**src/core/flash_host_consts.svh**
```systemverilog
// constants of the flash host controller: offsets, fields, commands, timing
`ifndef FLASH_HOST_CONSTS_SVH
`define FLASH_HOST_CONSTS_SVH

`define CLK_NS            10
`define T_SETUP_NS        20
`define T_STROBE_NS       70
`define T_HOLD_NS         20
`define SETUP_CYC         ((`T_SETUP_NS + `CLK_NS - 1) / `CLK_NS)
`define STROBE_CYC        ((`T_STROBE_NS + `CLK_NS - 1) / `CLK_NS)
`define HOLD_CYC          ((`T_HOLD_NS + `CLK_NS - 1) / `CLK_NS)

`define REG_CTRL          8'h00
`define REG_ADDR          8'h04
`define REG_WDATA         8'h08
`define REG_RDATA         8'h0C
`define REG_STATUS        8'h10

`define CTRL_OP_LO        0
`define CTRL_OP_HI        2
`define CTRL_AUTO_CHECK   4
`define CTRL_AUTO_CLEAR   5
`define CTRL_FINAL_RA     6
`define CTRL_RST          3'h0

`define OP_PROGRAM        3'h1
`define OP_READ           3'h2
`define OP_CMD            3'h3
`define OP_CHECK          3'h4

`define STS_BUSY          0
`define STS_RES_LO        1
`define STS_RES_HI        3
`define STS_SR_LO         8
`define STS_SR_HI         15

`define SR_READY          7
`define SR_PROG_FAIL      4
`define SR_SUPPLY         3
`define SR_LOCKED         1

`define CMD_PROGRAM       8'h40
`define CMD_CLEAR_STATUS  8'h50
`define CMD_READ_STATUS   8'h70
`define CMD_READ_ARRAY    8'hFF

`endif

```
**src/core/flash_host_pkg.sv**
```systemverilog
// types shared by the flash host controller
package flash_host_pkg;
    typedef enum logic [9:0] {
        ST_IDLE   = 10'h001,
        ST_SETUP  = 10'h002,
        ST_DATA   = 10'h004,
        ST_POLL   = 10'h008,
        ST_CHECK  = 10'h010,
        ST_CLEAR  = 10'h020,
        ST_RDARR  = 10'h040,
        ST_READ   = 10'h080,
        ST_CMD    = 10'h100,
        ST_STSCMD = 10'h200
    } ctlState_t;

    typedef enum logic [3:0] {
        PH_IDLE   = 4'h1,
        PH_SETUP  = 4'h2,
        PH_STROBE = 4'h4,
        PH_HOLD   = 4'h8
    } busPhase_t;

    typedef enum logic [2:0] {
        RES_NONE   = 3'h0,
        RES_OK     = 3'h1,
        RES_SUPPLY = 3'h2,
        RES_PROG   = 3'h3,
        RES_LOCKED = 3'h4
    } result_t;
endpackage

```
**src/core/flash_bus_cycle.sv**
```systemverilog
// one asynchronous flash bus cycle: chip select, strobe, hold, release
`timescale 1ns/100ps
`include "flash_host_consts.svh"
module flash_bus_cycle #(
    parameter int AW = 22,
    parameter int DW = 16
) (
    input  wire logic          coreClk,
    input  wire logic          srst,
    input  wire logic          start,
    input  wire logic          wr,
    input  wire logic [AW-1:0] addrIn,
    input  wire logic [DW-1:0] dataIn,
    output logic               ready,
    output logic               done,
    output logic [DW-1:0]      rdData,
    output logic [AW-1:0]      flashAddr,
    output logic               ceN,
    output logic               oeN,
    output logic               weN,
    input  wire logic [DW-1:0] dqIn,
    output logic [DW-1:0]      dqOut,
    output logic               dqOeN
);
    import flash_host_pkg::*;

    localparam logic [3:0] SETUP_N  = 4'(`SETUP_CYC);
    localparam logic [3:0] STROBE_N = 4'(`STROBE_CYC);
    localparam logic [3:0] HOLD_N   = 4'(`HOLD_CYC);

    if (DW < 8 || AW < 1) begin : g_chk
        $error("flash_bus_cycle: unsupported width");
    end

    busPhase_t  phase_q;
    logic [3:0] cnt_q;
    logic       wr_q;

    assign ready = (phase_q == PH_IDLE);

    // chip select falls and rises once per cycle, so every status read is fresh
    always_ff @(posedge coreClk) begin
        if (srst) begin
            phase_q <= PH_IDLE;
            cnt_q   <= 4'h0;
            wr_q    <= 1'b0;
            done    <= 1'b0;
        end else begin
            done <= 1'b0;
            case (phase_q)
                PH_IDLE: begin
                    if (start) begin
                        phase_q <= PH_SETUP;
                        cnt_q   <= SETUP_N;
                        wr_q    <= wr;
                    end
                end
                PH_SETUP: begin
                    cnt_q <= cnt_q - 4'h1;
                    if (cnt_q == 4'h1) begin
                        phase_q <= PH_STROBE;
                        cnt_q   <= STROBE_N;
                    end
                end
                PH_STROBE: begin
                    cnt_q <= cnt_q - 4'h1;
                    if (cnt_q == 4'h1) begin
                        phase_q <= PH_HOLD;
                        cnt_q   <= HOLD_N;
                    end
                end
                PH_HOLD: begin
                    cnt_q <= cnt_q - 4'h1;
                    if (cnt_q == 4'h1) begin
                        phase_q <= PH_IDLE;
                        done    <= 1'b1;
                    end
                end
                default: phase_q <= PH_IDLE;
            endcase
        end
    end

    always_ff @(posedge coreClk) begin
        if (srst) begin
            ceN <= 1'b1;
            oeN <= 1'b1;
            weN <= 1'b1;
            dqOeN <= 1'b1;
        end else begin
            ceN   <= !((phase_q == PH_IDLE && start) || (phase_q != PH_IDLE && !done
                       && !(phase_q == PH_HOLD && cnt_q == 4'h1)));
            oeN   <= !(phase_q == PH_SETUP && cnt_q == 4'h1 && !wr_q
                       || phase_q == PH_STROBE && cnt_q != 4'h1 && !wr_q);
            weN   <= !(phase_q == PH_SETUP && cnt_q == 4'h1 && wr_q
                       || phase_q == PH_STROBE && cnt_q != 4'h1 && wr_q);
            // data stays driven through hold so the latch edge sees it stable
            dqOeN <= !((phase_q == PH_IDLE && start && wr)
                       || (phase_q != PH_IDLE && wr_q && !(phase_q == PH_HOLD && cnt_q == 4'h1)));
        end
    end

    always_ff @(posedge coreClk) begin
        if (srst) begin
            flashAddr <= '0;
            dqOut     <= '0;
            rdData    <= '0;
        end else begin
            if (phase_q == PH_IDLE && start) begin
                flashAddr <= addrIn;
                dqOut     <= dataIn;
            end
            if (phase_q == PH_STROBE && cnt_q == 4'h1 && !wr_q) begin
                rdData <= dqIn;
            end
        end
    end
endmodule

```
**src/core/flash_host_ctrl.sv**
```systemverilog
// wishbone-controlled host sequencer driving a boot-block nor flash
//
// Chosen here: the Wishbone slave port and the register offsets.
`timescale 1ns/100ps
`include "flash_host_consts.svh"
// Functional notes
// - program is setup byte then data write
// - chip select toggles between status polls
// - read-array command written after final program
// - check supply, then failure, then locked flag
// - clear status after any found error
module flash_host_ctrl #(
    parameter int AW = 22,
    parameter int DW = 16
) (
    input  wire logic          coreClk,
    input  wire logic          srst,
    input  wire logic          wbCyc,
    input  wire logic          wbStb,
    input  wire logic          wbWe,
    input  wire logic [7:0]    wbAdr,
    input  wire logic [3:0]    wbSel,
    input  wire logic [31:0]   wbDatW,
    output logic [31:0]        wbDatR,
    output logic               wbAck,
    output logic [AW-1:0]      flashAddr,
    output logic               ceN,
    output logic               oeN,
    output logic               weN,
    input  wire logic [DW-1:0] dqIn,
    output logic [DW-1:0]      dqOut,
    output logic               dqOeN
);
    import flash_host_pkg::*;

    if (AW > 32 || DW > 32 || DW < 8) begin : g_chk
        $error("flash_host_ctrl: unsupported width");
    end

    function automatic logic [31:0] merge(input logic [31:0] old, input logic [31:0] nw,
                                          input logic [3:0] sel);
        logic [31:0] r;
        r = old;
        for (int i = 0; i < 4; i++) begin
            if (sel[i]) begin
                r[i*8 +: 8] = nw[i*8 +: 8];
            end
        end
        return r;
    endfunction

    // supply range first, then failure, then locked block
    function automatic result_t checkStatus(input logic [7:0] sr);
        if (sr[`SR_SUPPLY]) begin
            return RES_SUPPLY;
        end else if (sr[`SR_PROG_FAIL]) begin
            return RES_PROG;
        end else if (sr[`SR_LOCKED]) begin
            return RES_LOCKED;
        end
        return RES_OK;
    endfunction

    ctlState_t      state_q;
    logic [6:0]     ctrl_q;
    logic [31:0]    addr_q;
    logic [31:0]    wdata_q;
    logic [DW-1:0]  rdata_q;
    logic [7:0]     sr_q;
    result_t        result_q;
    logic           inFlight_q;
    logic [7:0]     lastWr_q;
    logic           wasProg_q;

    logic           busReady;
    logic           busDone;
    logic [DW-1:0]  busRd;
    logic           needCycle;
    logic           busStart;
    logic           cycWr;
    logic [DW-1:0]  cycData;
    logic           wbWrite;
    logic           startOp;
    logic           busy;

    assign busy    = (state_q != ST_IDLE);
    // writes land on the ack edge, the one at which the master samples the answer
    assign wbWrite = wbCyc && wbStb && wbWe && wbAck;
    assign startOp = wbWrite && wbAdr == `REG_CTRL && wbSel[0] && !busy
                     && wbDatW[`CTRL_OP_HI:`CTRL_OP_LO] != 3'h0;

    always_comb begin
        needCycle = !inFlight_q && !(state_q == ST_IDLE || state_q == ST_CHECK);
        cycWr     = !(state_q == ST_POLL || state_q == ST_READ);
        case (state_q)
            ST_SETUP:  cycData = DW'(`CMD_PROGRAM);
            ST_CLEAR:  cycData = DW'(`CMD_CLEAR_STATUS);
            ST_RDARR:  cycData = DW'(`CMD_READ_ARRAY);
            ST_STSCMD: cycData = DW'(`CMD_READ_STATUS);
            default:   cycData = wdata_q[DW-1:0];
        endcase
    end
    assign busStart = needCycle && busReady;

    flash_bus_cycle #(.AW(AW), .DW(DW)) u_cycle (
        .coreClk   (coreClk),
        .srst      (srst),
        .start     (busStart),
        .wr        (cycWr),
        .addrIn    (addr_q[AW-1:0]),
        .dataIn    (cycData),
        .ready     (busReady),
        .done      (busDone),
        .rdData    (busRd),
        .flashAddr (flashAddr),
        .ceN       (ceN),
        .oeN       (oeN),
        .weN       (weN),
        .dqIn      (dqIn),
        .dqOut     (dqOut),
        .dqOeN     (dqOeN)
    );

    always_ff @(posedge coreClk) begin
        if (srst) begin
            ctrl_q  <= 7'h0;
            addr_q  <= 32'h0;
            wdata_q <= 32'h0;
        end else if (wbWrite && !busy) begin
            // settings are frozen while an operation runs
            case (wbAdr)
                `REG_CTRL:  ctrl_q  <= 7'(merge({25'h0, ctrl_q}, wbDatW, wbSel));
                `REG_ADDR:  addr_q  <= merge(addr_q, wbDatW, wbSel);
                `REG_WDATA: wdata_q <= merge(wdata_q, wbDatW, wbSel);
                default:    ;
            endcase
        end
    end

    always_ff @(posedge coreClk) begin
        if (srst) begin
            wbAck  <= 1'b0;
            wbDatR <= 32'h0;
        end else begin
            wbAck <= wbCyc && wbStb && !wbAck;
            case (wbAdr)
                `REG_CTRL:   wbDatR <= {25'h0, ctrl_q[`CTRL_FINAL_RA:`CTRL_AUTO_CHECK], 4'h0};
                `REG_ADDR:   wbDatR <= addr_q;
                `REG_WDATA:  wbDatR <= wdata_q;
                `REG_RDATA:  wbDatR <= 32'(rdata_q);
                `REG_STATUS: wbDatR <= {16'h0, sr_q, 4'h0, result_q, busy};
                default:     wbDatR <= 32'h0;
            endcase
        end
    end

    always_ff @(posedge coreClk) begin
        if (srst) begin
            inFlight_q <= 1'b0;
        end else if (busStart) begin
            inFlight_q <= 1'b1;
        end else if (busDone) begin
            inFlight_q <= 1'b0;
        end
    end

    always_ff @(posedge coreClk) begin
        if (srst) begin
            state_q <= ST_IDLE;
        end else begin
            case (state_q)
                ST_IDLE: begin
                    if (startOp) begin
                        case (wbDatW[`CTRL_OP_HI:`CTRL_OP_LO])
                            `OP_PROGRAM: state_q <= ST_SETUP;
                            `OP_READ:    state_q <= ST_READ;
                            `OP_CMD:     state_q <= ST_CMD;
                            default:     state_q <= ST_STSCMD;
                        endcase
                    end
                end
                ST_SETUP:  if (busDone) state_q <= ST_DATA;
                ST_DATA:   if (busDone) state_q <= ST_POLL;
                ST_STSCMD: if (busDone) state_q <= ST_POLL;
                ST_POLL: begin
                    // busy status repeats the poll with a fresh chip select
                    if (busDone && busRd[`SR_READY]) begin
                        if (ctrl_q[`CTRL_AUTO_CHECK]) begin
                            state_q <= ST_CHECK;
                        end else if (ctrl_q[`CTRL_FINAL_RA]) begin
                            state_q <= ST_RDARR;
                        end else begin
                            state_q <= ST_IDLE;
                        end
                    end
                end
                ST_CHECK: begin
                    if (checkStatus(sr_q) != RES_OK && ctrl_q[`CTRL_AUTO_CLEAR]) begin
                        state_q <= ST_CLEAR;
                    end else if (ctrl_q[`CTRL_FINAL_RA]) begin
                        state_q <= ST_RDARR;
                    end else begin
                        state_q <= ST_IDLE;
                    end
                end
                ST_CLEAR:  if (busDone) state_q <= ctrl_q[`CTRL_FINAL_RA] ? ST_RDARR : ST_IDLE;
                ST_RDARR:  if (busDone) state_q <= ST_IDLE;
                ST_READ:   if (busDone) state_q <= ST_IDLE;
                ST_CMD:    if (busDone) state_q <= ST_IDLE;
                default:   state_q <= ST_IDLE;
            endcase
        end
    end

    always_ff @(posedge coreClk) begin
        if (srst) begin
            sr_q     <= 8'h80;
            result_q <= RES_NONE;
            rdata_q  <= '0;
        end else begin
            if (startOp) begin
                result_q <= RES_NONE;
            end
            if (state_q == ST_POLL && busDone) begin
                sr_q <= busRd[7:0];
            end
            if (state_q == ST_CHECK) begin
                result_q <= checkStatus(sr_q);
            end
            if (state_q == ST_READ && busDone) begin
                rdata_q <= busRd;
            end
        end
    end

    // helper state for the checks below
    always_ff @(posedge coreClk) begin
        if (srst) begin
            lastWr_q  <= 8'h00;
            wasProg_q <= 1'b0;
        end else begin
            if (busStart && cycWr) begin
                lastWr_q <= cycData[7:0];
            end
            if (startOp) begin
                wasProg_q <= wbDatW[`CTRL_OP_HI:`CTRL_OP_LO] == `OP_PROGRAM;
            end
        end
    end
endmodule

```
**config.mk**
```make
export PLATFORM = sky130hd
export DESIGN_NAME = flash_host_ctrl
export DESIGN_NICKNAME = d
export VERILOG_FILES = /design/src/core/flash_host_pkg.sv /design/src/core/flash_bus_cycle.sv /design/src/core/flash_host_ctrl.sv
export VERILOG_INCLUDE_DIRS = /design/src /design/src/core
export SDC_FILE = /design/constraint.sdc
export NUM_CORES = 1
export LEC_CHECK = 0
export BUFFER_PORTS_ARGS = -buffer_cell sky130_fd_sc_hd__buf_4
export CAP_MARGIN = 0
export CORE_ASPECT_RATIO = 1.5
export CORE_MARGIN = 5
export CORE_UTILIZATION = 28
export DETAILED_ROUTE_END_ITERATION = 16
export PLACE_DENSITY_LB_ADDON = 0.05
export SETUP_SLACK_MARGIN = 0.05
export SYNTH_ARGS = -nofsm -noshare
export SYNTH_HDL_FRONTEND = slang
export SYNTH_SLANG_ARGS = --single-unit
```
**constraint.sdc**
```tcl
create_clock -name coreClk -period 7 [get_ports coreClk]
set_input_delay 0.35 -clock coreClk [delete_from_list [all_inputs] [get_ports coreClk]]
set_output_delay 0.35 -clock coreClk [all_outputs]
set_load 0.03 [all_outputs]
```
==> key figures, run 1 <==
Synth
  – Post-Syn Instances: 948
  – Synth top area share: 50.18%
  – Post-Syn Nets: 1015
  – Syn Area/Cell: 8.669 um^2
  – Yosys warns: 0
  – Cell variety after synth: 58
  – Top cells by count, synth: 234 x nand2_1, 206 x dfxtp_1, 99 x a21oi_1
  – Most frequent cell after synthesis: nand2_1
  – Dominant cell type by area after synthesis: dfxtp_1
  – Synthesized flop and latch total: 206
  – Number of synthesized flops with an enable pin: 0
  – Register area share after synthesis: 50.18%
  – Asr flop ratio synth: 0%
  – Synthesized cell area: 8218 um^2
  – Prevailing post-synth register cell: dfxtp_1
  – Area contributors post-synth: dfxtp_1 50%, nand2_1 11%, a21oi_1 6.0%, mux2i_1 4.5%, a22oi_1 4.0%

Worst setup path
  – Worst EP required: 7.44 ns
  – Most Frequent Cell on Critical Path: nand2_1
  – Worst setup SP type: flop
  – Nature of the critical path endpoint: flop
  – Critical-path top delay cell: nor4_1
  – Crit path cell chain: nor4_1 -> nand2_1 -> nor4_4 -> and2_1 -> nand2_1 -> a21oi_2
  – Max incr delay on CP: 0.66 ns
  – Crit-path max FO: 9
  – Arr. time, crit path: 3.23 ns
  – Type of the worst setup path: reg2reg

Clocking
  – Clk pin slew, worst setup/hold paths: 0.06 ns
  – CTS tree: yes
  – Clock latency on the worst-skew pair: 0.52 ns
  – CTS sink cnt: 206
  – Post-CTS Setup Bufs: 0
  – Post_cts resized: 0
  – TritonCTS Buffers: 23
  – Root Driver: clkbuf_16
  – H-Tree Depth: 1
  – # hold bufs at CTS: 0
  – CTS Buffer Depth: 3

Timing
  – Clock skew: 0.01637 ns
  – Final slew viol count: 0
  – Unrepaired setup endpoints after global routing: false
  – Max Clock Freq: 359.0 MHz
  – Worst Tran Pin Value: 1.011 ns
  – Setup_tns: 0 ns
  – Endpoints failing setup: 0
  – Final min period: 2.785 ns
  – Worst rel slew slack: 32.31%
  – Period Utilization, post-route: 39.79%
  – Final hold vios: 0
  – Final hold slack: 0.07132 ns
  – Final Worst Setup Slack: 4.215 ns

Floorplan
  – Io pins: 140
  – Die Footprint: 32950 um^2
  – Die Y: 219.8 um
  – Cell Rows: 76
  – Die W: 149.9 um
  – Starting Density: 28.52%
  – Core ar.: 28810 um^2

Pwr
  – PD cells: 285.5 nW/um^2
  – Pleak: 0.003796 uW
  – Max rail drop VDD: 0.1573 mV

Finish
  – Sequential standard cell area: 4124 um^2
  – Final core utilization: 35.67%
  – Final std cells w/o fill: 1463
  – Area delta synth->final: 25.06%
  – Fill count: 3031
  – Multi-input gate area: 3799 um^2
  – Layout cells sized above 1: 21.81%
  – N_diodes: 0
  – Nets: 1125

Placement
  – Placed insts: 1423
  – Port bufs: 139
  – Final RePlAce weighted congestion: 0.8110
  – Detailed Place HPWL: 19.04 mm
  – Setup slack after placement: 4.080 ns

GRT
  – Largest net degree at the start of global routing: 71
  – Vias in the first global route: 6962
  – GR Util All Layers: 16.22%
  – First-pass GRT wire length: 41.60 mm
  – GRT Residual Overflow: 0
  – Initial antenna violation count: 0

Detailed routing
  – Via count: 6918
  – DR iter-0 viols: 329
  – DR WL/cell: 18.45 um
  – DRT antenna net count: 0
  – Post-route DRC: 0
  – Final wirelength: 26.99 mm
  – 1st-pass router iterations: 4
  – Vias per Instance: 4.729

Run status
  – Status: finished, final reports clean

Flow run
  – Max_cap viols: 0

Hold path
  – Hold Crit Class: in2reg
final timing paths:
check	start	slack, ns	cells after the start	endpoint
worst min register to register	u_cycle.wr_q	0.44	1	u_cycle.weN
worst max-delay path	state_q[6]	4.21	6	wdata_q[14]
worst min-delay path	dqIn[3]	0.07	3	u_cycle.rdData[3]
worst max register to register	state_q[6]	4.21	6	wdata_q[14]
cells in the final DEF, fill, tap and decap left out, types with 5 or more instances in the layout:
master and instances:
and2_1 12, nor4_1 5, clkinv_2 6, xor2_1 5, nor3_1 13, buf_4 146
nor2_1 82, dfxtp_1 206, and3_1 7, a22o_1 8, clkbuf_16 23, a22oi_1 44
nand3_1 6, a221o_1 5, o21ai_0 15, a21oi_2 36, mux2i_1 37, nand2b_1 6
a21oi_1 99, nand2_1 234, nor2b_1 6
cells by family after synthesis:
family,count (synthesis),synth area share (%)
simple gates,403,21.92
fa+ha+maj,2,0.3045
flops,206,50.18
xor+xnor,8,0.8527
buf+inv,66,3.913
mux,38,4.644
compound gates,225,18.18
layout make-up:
type | count | share of cell area (%)
repair buffers | 147 | 10.77
inverters | 4 | 0.1461
flip-flops and latches | 206 | 40.13
well taps | 390 | 4.748
clock buffers | 31 | 6.282
multi-input cells | 676 | 36.96
clock inverters | 9 | 0.9618
where the power goes:
group | internal (uW) | switching [uW]
logic | 161 | 319
registers | 1200 | 34.8
clock network | 718 | 498
total | 2080 | 852
sequential cells by signal (all words and copies together), names as in the netlist, 3 cells and up:
register           cells
u_cycle.phase_q        4
u_cycle.flashAddr     22
rdata_q               16
result_q               3
u_cycle.dqOut         16
sr_q                   8
wbDatR                32
u_cycle.cnt_q          4
ctrl_q                 3
u_cycle.rdData        16
wdata_q               32
state_q               10
addr_q                32
worst max-delay path: cells and delay by family (launching register included):
kind | cells | cell delay [ns]
flip-flops | 1 | 0.39
AO/OA/AOI/OAI | 1 | 0.13
AND/OR/NAND/NOR | 5 | 2.17
per-stage QoR:
| step | cell area [um^2] | power [uW] |
|---|---|---|
| 2_1_floorplan | 8218 | 1569 |
| 3_3_place_gp | 9533 | 1756 |
| 5_1_grt | 10280 | 3080 |
| 6_report | 10280 | 2934 |
| 4_1_cts | 10280 | 2993 |
| 3_5_place_dp | 9533 | 1757 |
metal layers:
| metal | vias to the layer above | GRT usage (%) | part of all wire [%] |
|---|---|---|---|
| met3 | 33 | 3.662 | 5.6 |
| met2 | 143 | 28.71 | 51 |
| met1 | 3274 | 19.76 | 42 |
| met4 | 0 | 4.243 | 1.7 |
| met5 | - | 0 | 0 |
| li1 | 3468 | - | - |
Power figures use the tool's default switching activity.
==> inputs of run 2 (changes only) <==
Clock period 7 ns to 2.6 ns, I/O delays scaled along.
==> run 2 against run 1 <==
Worst setup slack got worse by 3.9 ns. Worst hold slack better by 0.012 ns. Largest cell class unchanged. Combinational power rose to 3.1 times the previous value. Cell count up 6.1%.
==> key figures, run 2 (synthesis results as in run 1) <==
Worst setup path
  – Nature of the critical path endpoint: flop
  – Crit-path max FO: 30
  – Worst setup SP type: flop
  – Worst EP required: 3.06 ns
  – Arr. time, crit path: 2.74 ns
  – Type of the worst setup path: reg2reg

GRT
  – GR Util All Layers: 16.65%
  – Vias in the first global route: 7541
  – Initial antenna violation count: 0
  – GRT Residual Overflow: 0
  – First-pass GRT wire length: 42.92 mm
  – Largest net degree at the start of global routing: 56

Clocking
  – Root Driver: clkbuf_16
  – H-Tree Depth: 1
  – Clock latency on the worst-skew pair: 0.52 ns
  – CTS sink cnt: 206
  – Clk pin slew, worst setup/hold paths: 0.06 ns
  – CTS Buffer Depth: 3
  – TritonCTS Buffers: 22
  – CTS tree: yes

Finish
  – Nets: 1214
  – Layout cells sized above 1: 23.32%
  – Most frequent cells in the layout: 234 x nand2_1, 206 x dfxtp_1, 175 x buf_4, 99 x a21oi_1, 82 x nor2_1
  – N_diodes: 0
  – Final core utilization: 38.61%
  – Largest regs: addr_q x32, wbDatR x32, wdata_q x32
  – Multi-input gate area: 3792 um^2
  – Most common cell after layout, fill and taps aside: nand2_1
  – Area delta synth->final: 35.37%
  – Fill count: 3016
  – Design area: 11120 um^2
  – Sequential standard cell area: 4124 um^2

Floorplan
  – Io pins: 140
  – Core ar.: 28810 um^2
  – Die Y: 219.8 um
  – Cell Rows: 76
  – Starting Density: 28.52%
  – Die Footprint: 32950 um^2
  – Die W: 149.9 um

Timing
  – Final slew viol count: 0
  – Max Clock Freq: 439.2 MHz
  – Endpoints failing setup: 0
  – Final hold vios: 0
  – Setup_tns: 0 ns
  – Final min period: 2.277 ns
  – Unrepaired setup endpoints after global routing: false
  – Worst Tran Pin Value: 1.117 ns
  – Worst rel slew slack: 25.20%
  – Period Utilization, post-route: 87.58%
  – Clock skew: 0.01381 ns

Pwr
  – PD cells: 721.1 nW/um^2
  – Pleak: 0.004222 uW
  – Max rail drop VDD: 0.4032 mV

Placement
  – Cell Area, Placed: 9794 um^2
  – Detailed Place HPWL: 19.67 mm
  – Port bufs: 139
  – Final RePlAce weighted congestion: 0.7622

Flow run
  – Max_cap viols: 0

Detailed routing
  – Top layer in use: met4
  – DRT met1 WL: 11.70 mm
  – Final wirelength: 27.71 mm
  – Routed met3 length: 1.176 mm
  – DR WL/cell: 17.85 um
  – Via count: 7310
  – Vias per Instance: 4.710
  – DRT antenna net count: 0
  – 1st-pass router iterations: 5
  – Met2 routed WL: 14.15 mm
  – Post-route DRC: 0
  – DR iter-0 viols: 314

Hold path
  – Hold Crit Class: in2reg

Run status
  – Status: finished, final reports clean
## run 2: changes by cell type in the layout (fill, tap and decap cells not counted), sizes merged
cell	previous run	this run
clkinvlp	0	1
buf	147	179
clkinv	7	6
dlygate4sd3	0	58
clkbuf	31	30
## run 2: per-layer routing
| metal | up-vias | track usage, % |
|---|---|---|
| met2 | 153 | 29.90 |
| met5 | - | 0 |
| li1 | 3642 | - |
| met3 | 39 | 2.921 |
| met1 | 3476 | 20.10 |
| met4 | 0 | 5.159 |
## run 2: critical path, cell delays in order, from the launching register on
cell and delay (ns):
dfxtp_1 0.32, or4_4 0.56, o41a_1 0.46, buf_4 0.26, nor2_1 0.18, buf_4 0.23
a22o_1 0.17
## run 2: cell type report
cell class / count / share of cell area (%)
Clock buffer: 30 / 5.669
Clock inverter: 9 / 0.9785
Inverter: 4 / 0.1350
Multi-Input combinational cell: 676 / 34.09
Sequential cell: 206 / 37.07
Tap cell: 390 / 4.386
Timing Repair Buffer: 237 / 17.67
## run 2: report_power, final
part / internal, uW / switching, uW / total (uW)
Sequential: 3240 / 60.0 / 3300
Clock: 1900 / 1340 / 3240
Combinational: 565 / 919 / 1480
Total: 5700 / 2320 / 8020
## run 2: timing repair
action / 4_1_cts / 5_1_grt
endpoints found under the hold margin: 95 / 0
hold buffers: 58 / 0
buffers inserted: 0 / 0
gates resized for setup: 0 / 5
setup endpoints to repair: 0 / 12
## run 2: final timing paths
| check | to | slack, ns | cells past startpoint | start |
|---|---|---|---|---|
| setup reg to reg | u_cycle.dqOut[12] | 0.32 | 6 | state_q[7] |
| setup / recovery | u_cycle.dqOut[12] | 0.32 | 6 | state_q[7] |
| hold / removal | wbDatR[7] | 0.08 | 3 | wbAdr[3] |
| hold reg to reg | u_cycle.weN | 0.44 | 1 | u_cycle.wr_q |
## run 2: stage by stage
stage               setup WS, ns  power, uW  instances  hold WS (ns)
floorplan                 0.3844       4223        948        0.2483
global route             0.07172       8433       1552       0.05818
detailed placement        0.1012       4814       1455        0.3696
finish                    0.3230       8022       1552       0.08336
CTS                       0.1144       8168       1552       0.03421
global placement          0.1509       4817       1455        0.3625
